==> src/pkg/chrg_map.vh <==
// Constants of the charger control, status and wake logic
`ifndef CHRG_MAP_VH
`define CHRG_MAP_VH

// ********************************************
// Clock and timing
// ********************************************
`define CHRG_CLK_KHZ      25000
`define CHRG_TERM_MS      25
`define CHRG_RECHG_MS     100
`define CHRG_PLUG_MS      19
`define CHRG_WAKE_MS      90
`define CHRG_TERM_CYC     (`CHRG_TERM_MS * `CHRG_CLK_KHZ)
`define CHRG_RECHG_CYC    (`CHRG_RECHG_MS * `CHRG_CLK_KHZ)
`define CHRG_PLUG_CYC     (`CHRG_PLUG_MS * `CHRG_CLK_KHZ)
`define CHRG_WAKE_CYC     (`CHRG_WAKE_MS * `CHRG_CLK_KHZ)
`define CHRG_CNT_W        22

// ********************************************
// Charge phase states, one-hot
// ********************************************
`define CHRG_ST_OFF       4'h1
`define CHRG_ST_PRE       4'h2
`define CHRG_ST_FAST      4'h4
`define CHRG_ST_DONE      4'h8

// ********************************************
// Field widths, zone code and reset values
// ********************************************
`define CHRG_ZONE_W       3
`define CHRG_ZONE_EVENT   3'h0
`define CHRG_CODE_W       4
`define CHRG_FLAGS_W      7
`define CHRG_FLAGS_RST    7'h00

`endif

==> src/rtl/chrg_status_irq_wake.v <==
// Charger phase sequencer, status flags, interrupt line and wake pulse
`timescale 1ns/1ps
`include "chrg_map.vh"

// ********************************************
// Deglitch timer: pulses once after COUNT uninterrupted cycles
// ********************************************
module chrg_dglitch #(
    parameter COUNT = 4,
    parameter W     = 22
) (
    // Clock and reset
    input  wire       mclk_i,
    input  wire       rstn_i,
    // Condition and result
    input  wire       cond_i,
    output wire       fire_o
);
    reg  [W-1:0] cnt_r;                 // Cycles the condition has held
    wire         last;                  // Final cycle of the interval

    assign last   = (cnt_r == COUNT - 1);
    assign fire_o = cond_i && last;

    // Count while held, restart from zero on any drop, saturate at COUNT
    always @(posedge mclk_i or negedge rstn_i) begin
        if (!rstn_i) begin
            cnt_r <= {W{1'b0}};
        end else if (!cond_i) begin
            cnt_r <= {W{1'b0}};
        end else if (cnt_r != COUNT) begin
            cnt_r <= cnt_r + 1'b1;
        end
    end
endmodule // chrg_dglitch

//Summary of operation
//Below 2.8V charge in reduced pre-charge
//Above 3V request full programmed current
//CV under termination 25ms ends charging
//Below 4.1V for 100ms restarts charging
//Interrupt pin open-drain, low while pending
//Any status flag change sets pending
//Host writes 0 or power-on clears pending
//At turn-on assert only if flag set
//Both edges count; running only falling
//Thermistor zone 000 is an event
//Droop mask blocks droop interrupts
//Thermistor above 90% bias flags absent battery
//Power good only inside offset/overvoltage window
//Done flag after termination, sets pending
//19ms plug-in gives one 90ms wake
//Enable high blocks new wake pulses
//Running wake pulse always completes fully
//Suspend stops charging, indicator high impedance
//Deglitch timers restart when condition drops
//Writing 1 ignored; event beats clear
module chrg_status_irq_wake #(
    parameter TERM_CYC  = `CHRG_TERM_CYC,
    parameter RECHG_CYC = `CHRG_RECHG_CYC,
    parameter PLUG_CYC  = `CHRG_PLUG_CYC,
    parameter WAKE_CYC  = `CHRG_WAKE_CYC
) (
    // Clock and reset
    input  wire                     mclk_i,
    input  wire                     rstn_i,
    // Power unit and host controls
    input  wire                     pmu_on_i,
    input  wire                     suspend_request_i,
    input  wire [`CHRG_CODE_W-1:0]  fast_current_code_i,
    input  wire                     droop_irq_mask_i,
    input  wire                     irq_wr_i,
    input  wire                     irq_wdata_i,
    input  wire                     ext_enable_i,
    // Battery comparators
    input  wire                     vbat_below_2v8_i,
    input  wire                     vbat_above_3v_i,
    input  wire                     cv_near_4v2_i,
    input  wire                     ichg_below_term_i,
    input  wire                     vbat_below_4v1_i,
    // Input supply comparators
    input  wire                     vin_above_uvlo_i,
    input  wire                     vin_above_bat_osl_i,
    input  wire                     vin_above_bat_osh_i,
    input  wire                     vin_above_ovp_i,
    // Thermistor and other status sources
    input  wire                     ts_above_90pct_i,
    input  wire [`CHRG_ZONE_W-1:0]  thermistor_zone_i,
    input  wire                     thermal_regulation_flag_i,
    input  wire                     safety_timer_flag_i,
    input  wire                     input_droop_flag_i,
    // Plug-in detectors
    input  wire                     plug_bat_i,
    input  wire                     plug_vin_i,
    // Charge request outputs
    output reg                      charge_enable_o,
    output reg                      precharge_o,
    output reg  [`CHRG_CODE_W-1:0]  charge_code_o,
    // Status flags
    output reg                      input_power_ok_o,
    output reg                      battery_absent_o,
    output reg                      charge_done_o,
    output reg                      charge_running_o,
    output reg                      irq_pending_flag_o,
    // Open-drain pins and wake
    output wire                     irq_line_o,
    output wire                     irq_line_oe_o,
    output wire                     charge_indicator_pin_o,
    output wire                     charge_indicator_pin_oe_o,
    output reg                      wake_o
);

    // ********************************************
    // Declarations
    // ********************************************
    reg  [3:0]                   state_r;       // Charge phase
    reg  [3:0]                   state_nxt;     // Next charge phase
    reg                          done_r;        // Termination seen
    reg                          done_nxt;      // Next termination flag
    reg                          pmu_on_r;      // Power unit state last cycle
    reg  [`CHRG_FLAGS_W-1:0]     flags_r;       // Flags last cycle
    reg  [`CHRG_ZONE_W-1:0]      zone_r;        // Zone last cycle
    reg                          running_r;     // Running flag last cycle
    reg                          input_power_ok_nxt;     // Next power good value
    reg                          wake_busy_r;   // Wake pulse in flight
    reg  [`CHRG_CNT_W-1:0]       wake_cnt_r;    // Wake pulse width counter
    wire [`CHRG_FLAGS_W-1:0]     flags_now;     // Edge-sensitive flags
    wire                         turn_on;       // Power unit rising edge
    wire                         charge_ok;     // Power good, no suspend, battery present
    wire                         term_fire;     // Termination deglitched
    wire                         rechg_fire;    // Recharge deglitched
    wire                         plug_fire;     // Plug-in deglitched
    wire                         droop_evt;     // Droop change, unmasked
    wire                         flag_evt;      // Flag change during on
    wire                         on_evt;        // Flag present at turn-on
    wire                         run_fall;      // Running flag fell
    wire                         irq_set;       // Any interrupt event
    wire                         irq_clr;       // Clearing write or power-on

    // ********************************************
    // Deglitch timers
    // ********************************************
    // Constant-voltage phase with current under termination level
    chrg_dglitch #(
        .COUNT (TERM_CYC),
        .W     (`CHRG_CNT_W)
    ) u_term (
        .mclk_i (mclk_i),
        .rstn_i (rstn_i),
        .cond_i (state_r == `CHRG_ST_FAST && cv_near_4v2_i && ichg_below_term_i),
        .fire_o (term_fire)
    );

    // Battery sagging below recharge level after termination
    chrg_dglitch #(
        .COUNT (RECHG_CYC),
        .W     (`CHRG_CNT_W)
    ) u_rechg (
        .mclk_i (mclk_i),
        .rstn_i (rstn_i),
        .cond_i (state_r == `CHRG_ST_DONE && vbat_below_4v1_i),
        .fire_o (rechg_fire)
    );

    // Battery or supply plug-in held long enough
    chrg_dglitch #(
        .COUNT (PLUG_CYC),
        .W     (`CHRG_CNT_W)
    ) u_plug (
        .mclk_i (mclk_i),
        .rstn_i (rstn_i),
        .cond_i (plug_bat_i || plug_vin_i),
        .fire_o (plug_fire)
    );

    // ********************************************
    // Charge phase sequencer
    // ********************************************
    assign charge_ok = input_power_ok_o && !suspend_request_i && !battery_absent_o;

    // Next phase from the raw 2.8V and 3V comparators and the deglitch timer pulses
    always @* begin
        state_nxt = state_r;
        done_nxt  = done_r;
        if (!charge_ok) begin
            state_nxt = `CHRG_ST_OFF;
            done_nxt  = 1'b0;
        end else begin
            case (state_r)
                `CHRG_ST_OFF: begin
                    // Between 2.8V and 3V start gently
                    if (vbat_above_3v_i) begin
                        state_nxt = `CHRG_ST_FAST;
                    end else begin
                        state_nxt = `CHRG_ST_PRE;
                    end
                end
                `CHRG_ST_PRE: begin
                    if (vbat_above_3v_i) begin
                        state_nxt = `CHRG_ST_FAST;
                    end
                end
                `CHRG_ST_FAST: begin
                    if (term_fire) begin
                        state_nxt = `CHRG_ST_DONE;
                        done_nxt  = 1'b1;
                    end else if (vbat_below_2v8_i) begin
                        state_nxt = `CHRG_ST_PRE;
                    end
                end
                `CHRG_ST_DONE: begin
                    // Recharge keeps the done flag up
                    if (rechg_fire) begin
                        state_nxt = `CHRG_ST_FAST;
                    end
                end
                default: begin
                    state_nxt = `CHRG_ST_OFF;
                end
            endcase
        end
    end

    // Phase register and charge request outputs
    always @(posedge mclk_i or negedge rstn_i) begin
        if (!rstn_i) begin
            state_r          <= `CHRG_ST_OFF;
            done_r           <= 1'b0;
            charge_enable_o  <= 1'b0;
            precharge_o      <= 1'b0;
            charge_code_o    <= {`CHRG_CODE_W{1'b0}};
            charge_done_o    <= 1'b0;
            charge_running_o <= 1'b0;
        end else begin
            state_r          <= state_nxt;
            done_r           <= done_nxt;
            charge_enable_o  <= (state_nxt == `CHRG_ST_PRE) ||
                                (state_nxt == `CHRG_ST_FAST);
            precharge_o      <= (state_nxt == `CHRG_ST_PRE);
            charge_code_o    <= fast_current_code_i;
            charge_done_o    <= done_nxt;
            charge_running_o <= (state_nxt == `CHRG_ST_PRE) ||
                                (state_nxt == `CHRG_ST_FAST);
        end
    end

    // Indicator pulled low only while charging before termination
    assign charge_indicator_pin_o    = 1'b0;
    assign charge_indicator_pin_oe_o = charge_running_o && !charge_done_o;

    // ********************************************
    // Status flags
    // ********************************************
    // Power good window with hysteresis between the offsets
    always @* begin
        input_power_ok_nxt = input_power_ok_o;
        if (!vin_above_uvlo_i || vin_above_ovp_i || !vin_above_bat_osl_i) begin
            input_power_ok_nxt = 1'b0;
        end else if (vin_above_bat_osh_i) begin
            input_power_ok_nxt = 1'b1;
        end
    end

    // Flag registers
    always @(posedge mclk_i or negedge rstn_i) begin
        if (!rstn_i) begin
            input_power_ok_o <= 1'b0;
            battery_absent_o <= 1'b0;
        end else begin
            input_power_ok_o <= input_power_ok_nxt;
            battery_absent_o <= pmu_on_i && ts_above_90pct_i;
        end
    end

    // ********************************************
    // Interrupt pending flag
    // ********************************************
    // Flags that count on both edges; zone handled on its own
    assign flags_now = {input_power_ok_o, battery_absent_o,
                        (thermistor_zone_i == `CHRG_ZONE_EVENT),
                        charge_done_o, thermal_regulation_flag_i,
                        safety_timer_flag_i, input_droop_flag_i};
    assign turn_on   = pmu_on_i && !pmu_on_r;

    // Droop changes only when unmasked
    assign droop_evt = (flags_now[0] != flags_r[0]) && !droop_irq_mask_i;
    assign flag_evt  = pmu_on_r && pmu_on_i &&
                       ((flags_now[6:1] != flags_r[6:1]) || droop_evt ||
                        (thermistor_zone_i != zone_r));
    assign run_fall  = pmu_on_r && pmu_on_i && running_r && !charge_running_o;
    assign on_evt    = turn_on && ((|flags_now[6:1]) ||
                       (flags_now[0] && !droop_irq_mask_i));
    assign irq_set   = flag_evt || run_fall || on_evt;
    assign irq_clr   = (irq_wr_i && !irq_wdata_i) || turn_on;

    // History registers and the sticky flag; set beats clear
    always @(posedge mclk_i or negedge rstn_i) begin
        if (!rstn_i) begin
            pmu_on_r           <= 1'b0;
            flags_r            <= `CHRG_FLAGS_RST;
            zone_r             <= {`CHRG_ZONE_W{1'b0}};
            running_r          <= 1'b0;
            irq_pending_flag_o <= 1'b0;
        end else begin
            pmu_on_r  <= pmu_on_i;
            flags_r   <= flags_now;
            zone_r    <= thermistor_zone_i;
            running_r <= charge_running_o;
            if (irq_set) begin
                irq_pending_flag_o <= 1'b1;
            end else if (irq_clr) begin
                irq_pending_flag_o <= 1'b0;
            end
        end
    end

    // Open-drain line pulled low while pending
    assign irq_line_o    = 1'b0;
    assign irq_line_oe_o = irq_pending_flag_o;

    // ********************************************
    // Wake pulse generator
    // ********************************************
    // Start only when idle and enable low; run to full width once started
    always @(posedge mclk_i or negedge rstn_i) begin
        if (!rstn_i) begin
            wake_busy_r <= 1'b0;
            wake_cnt_r  <= {`CHRG_CNT_W{1'b0}};
            wake_o      <= 1'b0;
        end else if (wake_busy_r) begin
            if (wake_cnt_r == WAKE_CYC - 1) begin
                wake_busy_r <= 1'b0;
                wake_o      <= 1'b0;
                wake_cnt_r  <= {`CHRG_CNT_W{1'b0}};
            end else begin
                wake_cnt_r  <= wake_cnt_r + 1'b1;
            end
        end else if (plug_fire && !ext_enable_i) begin
            wake_busy_r <= 1'b1;
            wake_o      <= 1'b1;
            wake_cnt_r  <= {`CHRG_CNT_W{1'b0}};
        end
    end

endmodule // chrg_status_irq_wake

==> config.mk <==
export PLATFORM = sky130hd
export DESIGN_NAME = chrg_status_irq_wake
export DESIGN_NICKNAME = d
export VERILOG_FILES = /design/src/rtl/chrg_status_irq_wake.v
export VERILOG_INCLUDE_DIRS = /design/src /design/src/pkg
export SDC_FILE = /design/constraint.sdc
export NUM_CORES = 1
export LEC_CHECK = 0
export CORE_UTILIZATION = 33
export DETAILED_ROUTE_END_ITERATION = 12
export DONT_BUFFER_PORTS = 1
export PLACE_DENSITY = 0.46
export RECOVER_POWER = 100
export SYNTH_ARGS = -nofsm -noshare
export SYNTH_HDL_FRONTEND = slang
export SYNTH_SLANG_ARGS = --single-unit
==> constraint.sdc <==
create_clock -name mclk_i -period 2.9 [get_ports mclk_i]
set_clock_uncertainty 0.1 [all_clocks]
set_input_delay 0 -clock mclk_i [delete_from_list [all_inputs] [get_ports mclk_i]]
set_output_delay 0 -clock mclk_i [all_outputs]
set_load 0.01 [all_outputs]
==> results.tsv, run 1 <==
metric	value	unit
clockBufferDepth	2	
postCtsSetupRepairBufs	0	
fmax	376	MHz
yosysSeqAreaShare	49.5	%
cts-root-buf	clkbuf_16	
numCtsBuffers	17	
syn_inst	606	
io_pins	46	
globalplace.congestion	0.786	
firstDrtPassIters	4	
ys_types	55	
final_layout_size_suffix_gt1_share	7.49	%
critPathLaunchType	register	
ys_ff_latch	116	
initial_core_util	33.9	%
netlist_area	0.00586	mm2
grt_pass1_vias	4635	
violations	max-capacitance violations, max-slew violations	
cts_tree	built	
dieWidth	135	um
tightest_slew	1.60	ns
antenna_found_initial	0	
tns	0	ns
cp-end-kind	register	
async_flop_share	100	%
grt_usage	15.6	%
run_status	finished, violations left	
crit_fanout	29	
grt_max_degree	117	
wl_per_cell	14.6	um
post-route-period-util	91.8	%
htreeDepth	4	
coreArea	0.0173	mm2
power_density	584	mW/mm2
path_class	reg -> reg	
grt.overflow.total	0	
finalInstanceArea	0.00695	mm2
rows	48	
slew_headroom	-6.65	%
drt_iter0_drc	245	
cp.arrival	2.87	ns
hp-class	in -> reg	
fin_nets	678	
slew_violations	117	
vias	4486	
drc_errors	0	
portBuffers	0	
syn_avg_cell_area	9.68	um2
ctsHoldBuffers	28	
finalSetupViolCount	0	
power.leakage	0.00284	uW
layout_common_cells	dfrtp_1 (115), nor2_1 (84), nand2_1 (53)	
diodes	0	
cts_resized	0	
viasPerCell	5.10	
place_area	0.00608	mm2
cts_sinks	116	
dpl.hpwl	8.22	mm
die_y	135	um
ys_warn_count	0	
clk_pin_slew	0.05	ns
critical_path_required	3.10	ns
routed_wl	12.8	mm
fin_crit	2.66	ns
maxCapViolCount	1	
ant_nets	0	
mostFrequentLayoutCell	dfrtp_1	
finalHoldViolations	0	
grt_setup_unrepaired	false	
clock_latency	0.42	ns
synth_edf_count	0	
syn_to_final_growth	18.6	%
grt_pass1_wl	22.4	mm
peakVddDrop	0.000414	V
dieArea	0.0183	mm2
synth_ff_type	dfrtp_1	
-- metal layers --
metal | vias up | part of all wire (%) | global-route usage, %
met5 | - | 0 | 0
li1 | 2204 | - | -
met4 | 0 | 1.4 | 5.56
met1 | 2212 | 47 | 19.8
met3 | 13 | 3.4 | 4.00
met2 | 57 | 48 | 25.7
-- cell usage after synthesis (2+ instances only) --
cell type  instances  share of area [%]
nor3_1            17                1.5
xnor2_1           36                5.4
nor4_1            11                1.2
a22o_1             3               0.45
nand4_1           23                2.5
or4bb_1            2               0.38
nand2_1           53                3.4
or4b_1             2               0.34
nor4_4             2               0.73
nor4b_1            5               0.75
or3b_2             3               0.45
nand2b_1           6               0.64
or4_1              4               0.51
nor2_1            84                5.4
nand3_1           43                3.7
and3_1            18                1.9
dfrtp_1          115                 49
nor3b_1            3               0.38
buf_4              6               0.77
ha_1               7                1.5
a32oi_1            2               0.30
mux2i_1            6                1.0
a21o_1             2               0.26
buf_6              4               0.77
nor4_2             2               0.43
xor2_1            31                4.6
o21ai_0           13                1.1
a31oi_1           14                1.5
clkbuf_1           8               0.51
a41oi_1            4               0.60
or4b_2             3               0.51
and4_1             3               0.45
a21oi_1           18                1.5
or3_1              8               0.85
a21boi_0           2               0.26
nand3b_1           3               0.38
inv_1             19                1.2
and2_1             4               0.43
-- layout make-up --
cell class / instances / area (um2)
Fill cell: 1746 / 10300
Sequential cell: 116 / 2900
Multi-Input combinational cell: 452 / 2750
Clock buffer: 21 / 470
Timing Repair Buffer: 35 / 323
Tap cell: 225 / 282
Clock inverter: 11 / 155
Inverter: 19 / 71.3
-- stage by stage --
step / power (uW) / instances / util [%] / hold slack [ns] / worst slack, ns
detailed placement: 1800 / 819 / 35.1 / -0.390 / 0.373
global placement: 1800 / 819 / 35.1 / -0.390 / 0.378
floorplan: 1780 / 607 / - / -0.396 / 0.758
CTS: 4120 / 879 / 40.5 / 0.0191 / 0.358
global route: 4210 / 879 / 40.2 / 0.0291 / 0.0940
finish: 4060 / 879 / 40.2 / 0.0374 / 0.237
-- sequential cells by signal, summed over array words and instances (netlist names), 3 cells and up --
name / flops
state_r: 4
wake_cnt_r: 22
u_rechg.cnt_r: 22
flags_r: 7
zone_r: 3
u_plug.cnt_r: 22
u_term.cnt_r: 22
charge_code_o: 4
-- power by group --
part / switching (uW) / internal [uW]
combinational: 80.2 / 65.1
sequential: 40.1 / 1650
clock: 730 / 1490
-- critical path, cell delays in order, from the launching register on --
cell and delay, ns:
dfrtp_1 0.47, or4b_1 0.58, nor4_1 0.51, a21boi_2 0.42, a21o_1 0.28, a22o_1 0.17
-- kinds of logic (layout without fill, tap and decap cells) --
family / count (synthesis) / count (layout) / synth area share (%)
other: 1 / 2 / 0.0640
adder cells (fa/ha/maj): 7 / 7 / 1.49
buffers and inverters: 39 / 86 / 3.41
AO/OA/AOI/OAI: 66 / 66 / 7.00
flip-flops: 116 / 116 / 49.5
XOR/XNOR: 67 / 67 / 10.0
AND/OR/NAND/NOR: 303 / 303 / 27.3
multiplexers: 7 / 7 / 1.22
-- final timing paths --
path	from	cells after the start	endpoint	slack, ns
max in group asynchronous	rstn_i	2	u_term.cnt_r[17]$_DFFE_PN0P_	1.17
worst min-delay path	fast_current_code_i[2]	1	charge_code_o[2]$_DFF_PN0_	0.04
worst max register to register	wake_cnt_r[13]$_DFFE_PN0P_	5	wake_cnt_r[9]$_DFFE_PN0P_	0.24
worst min register to register	wake_cnt_r[18]$_DFFE_PN0P_	1	wake_cnt_r[18]$_DFFE_PN0P_	0.39
worst max-delay path	wake_cnt_r[13]$_DFFE_PN0P_	5	wake_cnt_r[9]$_DFFE_PN0P_	0.24
min in group asynchronous	rstn_i	2	u_plug.cnt_r[12]$_DFFE_PN0P_	0.54
(Power assumes the default switching activity.)
==> inputs of run 2 (changes only) <==
--- a/config.mk
+++ b/config.mk
@@ -6,11 +6,14 @@
 export SDC_FILE = /design/constraint.sdc
 export NUM_CORES = 1
 export LEC_CHECK = 0
+export CORE_MARGIN = 2
 export CORE_UTILIZATION = 33
 export DETAILED_ROUTE_END_ITERATION = 12
 export DONT_BUFFER_PORTS = 1
 export PLACE_DENSITY = 0.46
 export RECOVER_POWER = 100
+export REMOVE_ABC_BUFFERS = 1
 export SYNTH_ARGS = -nofsm -noshare
 export SYNTH_HDL_FRONTEND = slang
 export SYNTH_SLANG_ARGS = --single-unit
+export TNS_END_PERCENT = 100
==> run 2 against run 1 <==
  * Critical path type unchanged
  * The run still ends with max-capacitance violations, max-slew violations left
  * Sequential cell count stayed put
  * Maximum frequency is 2.9% lower
  * Register-to-register slack worse by 0.08 ns
  * Global-route usage is 0.75 points lower
  * Via count is 0.85% lower
  * Routed wire length is 2.1% higher
  * Count of clock-buffer cells in the layout is 4 lower
  * Total power is 1.8% lower
  * Sequential power hardly changed
  * Critical path depth is 1 higher
  * Final area is 0.20% higher
==> results.tsv, run 2 (synthesized netlist as in run 1, its figures left out) <==
metric	value	unit
peakVddDrop	0.000358	V
cts-root-buf	clkbuf_16	
drc_errors	0	
cts_tree	built	
multiInputGateArea	0.00277	mm2
final_layout_size_suffix_gt1_share	7.94	%
fin_crit	2.74	ns
grt.overflow.total	0	
rows	48	
tns	0	ns
clock_latency	0.41	ns
finalSetupViolCount	0	
dpl.hpwl	8.51	mm
dieArea	0.0188	mm2
slew_violations	117	
hold_path_depth	4	
nFillCells	1713	
clk_pin_slew	0.06	ns
crit_fanout	6	
layout_common_cells	dfrtp_1 (115), nor2_1 (84), nand2_1 (53)	
stdcell_count	881	
drt_iter0_drc	274	
power.leakage	0.00282	uW
portBuffers	0	
finalHoldViolations	0	
cts_sinks	116	
cp.arrival	2.93	ns
initial_core_util	33.8	%
power_density	573	mW/mm2
fin_nets	679	
globalplace.congestion	0.785	
io_pins	46	
routed_wl	13.1	mm
critical_path_required	3.09	ns
syn_to_final_growth	18.8	%
tightest_slew	1.63	ns
firstDrtPassIters	4	
grt_max_degree	117	
mostFrequentLayoutCell	dfrtp_1	
grt_usage	14.9	%
ant_nets	0	
vias	4448	
fmax	365	MHz
cp-end-kind	register	
grt_setup_unrepaired	false	
viasPerCell	5.05	
hp-class	in -> reg	
wl_per_cell	14.8	um
critPathLaunchType	register	
slew_headroom	-8.91	%
seq_area	0.00290	mm2
dp_cells	817	
maxCapViolCount	1	
clockBufferDepth	2	
coreArea	0.0174	mm2
dieWidth	137	um
grt_pass1_wl	21.8	mm
die_y	137	um
antenna_found_initial	0	
reg2reg_depth	6	
run_status	finished, violations left	
htreeDepth	4	
violations	max-capacitance violations, max-slew violations	
numCtsBuffers	17	
path_class	reg -> reg	
post-route-period-util	94.5	%
grt_pass1_vias	4300	
[run 2: cell count changes in the layout (fill, tap and decap cells not counted), sizes merged, moves of 2 or more]
| cell | before | now |
|---|---|---|
| clkinvlp | 0 | 6 |
| clkbuf | 24 | 20 |
| clkinv | 7 | 3 |
| inv | 19 | 22 |
| dlygate4sd3 | 27 | 29 |
[run 2: area by class of cell]
| class | instances | share of cell area (%) |
|---|---|---|
| Clock buffer | 17 | 6.11 |
| Timing Repair Buffer | 36 | 4.83 |
| Antenna cell | 1 | 0.0359 |
| Clock inverter | 15 | 2.59 |
| Tap cell | 225 | 4.04 |
| Sequential cell | 116 | 41.7 |
| Multi-Input combinational cell | 452 | 39.7 |
| Inverter | 19 | 1.02 |
[run 2: worst max-delay path: stages, from the launching register on]
cell and delay, ns:
dfrtp_1 0.43, or4b_2 0.70, nor4_1 0.29, nand4_1 0.24
nand3b_1 0.15, a31oi_1 0.10, dlygate4sd3_1 0.62
[run 2: where the power goes]
part	total, uW	switching, uW	internal, uW
clock	2150	796	1350
sequential	1690	42.7	1650
combinational	145	81.2	64.1
[run 2: path summary, 6_finish.rpt]
path	from	to	slack, ns
setup / recovery	u_term.cnt_r[9]$_DFFE_PN0P_	state_r[2]$_DFF_PN0_	0.16
hold / removal	ichg_below_term_i	precharge_o$_DFF_PN0_	0.03
setup reg to reg	u_term.cnt_r[9]$_DFFE_PN0P_	state_r[2]$_DFF_PN0_	0.16
hold reg to reg	wake_cnt_r[21]$_DFFE_PN0P_	wake_cnt_r[21]$_DFFE_PN0P_	0.40
max in group asynchronous	rstn_i	wake_cnt_r[11]$_DFFE_PN0P_	1.16
min in group asynchronous	rstn_i	precharge_o$_DFF_PN0_	0.47
[run 2: stage by stage]
step           util, %  area, um2  total power, uW  hold WS, ns  worst slack [ns]
3_5_place_dp      34.9       6060             1800       -0.391             0.348
3_3_place_gp      34.9       6060             1800       -0.391             0.410
4_1_cts           40.2       6980             4050       0.0350            0.0307
2_1_floorplan        -       5740             1780       -0.396             0.270
5_1_grt           40.1       6960             4160       0.0348            0.0465
6_report          40.1       6970             3990       0.0294             0.158
[run 2: timing repair]
item / 4_1_cts / 5_1_grt
hold buffers: 30 / 0
endpoints found under the hold margin: 185 / 0
resized for setup: 0 / 1
buffers inserted: 0 / 1
endpoints found under the setup margin: 0 / 2
[run 2: routing by layer]
layer / global-route usage (%) / vias up / wire (um)
met5: 0 / - / 0
met3: 3.24 / 19 / 381
met2: 22.6 / 58 / 6050
met1: 20.4 / 2156 / 6410
li1: - / 2215 / -
met4: 6.19 / 0 / 232
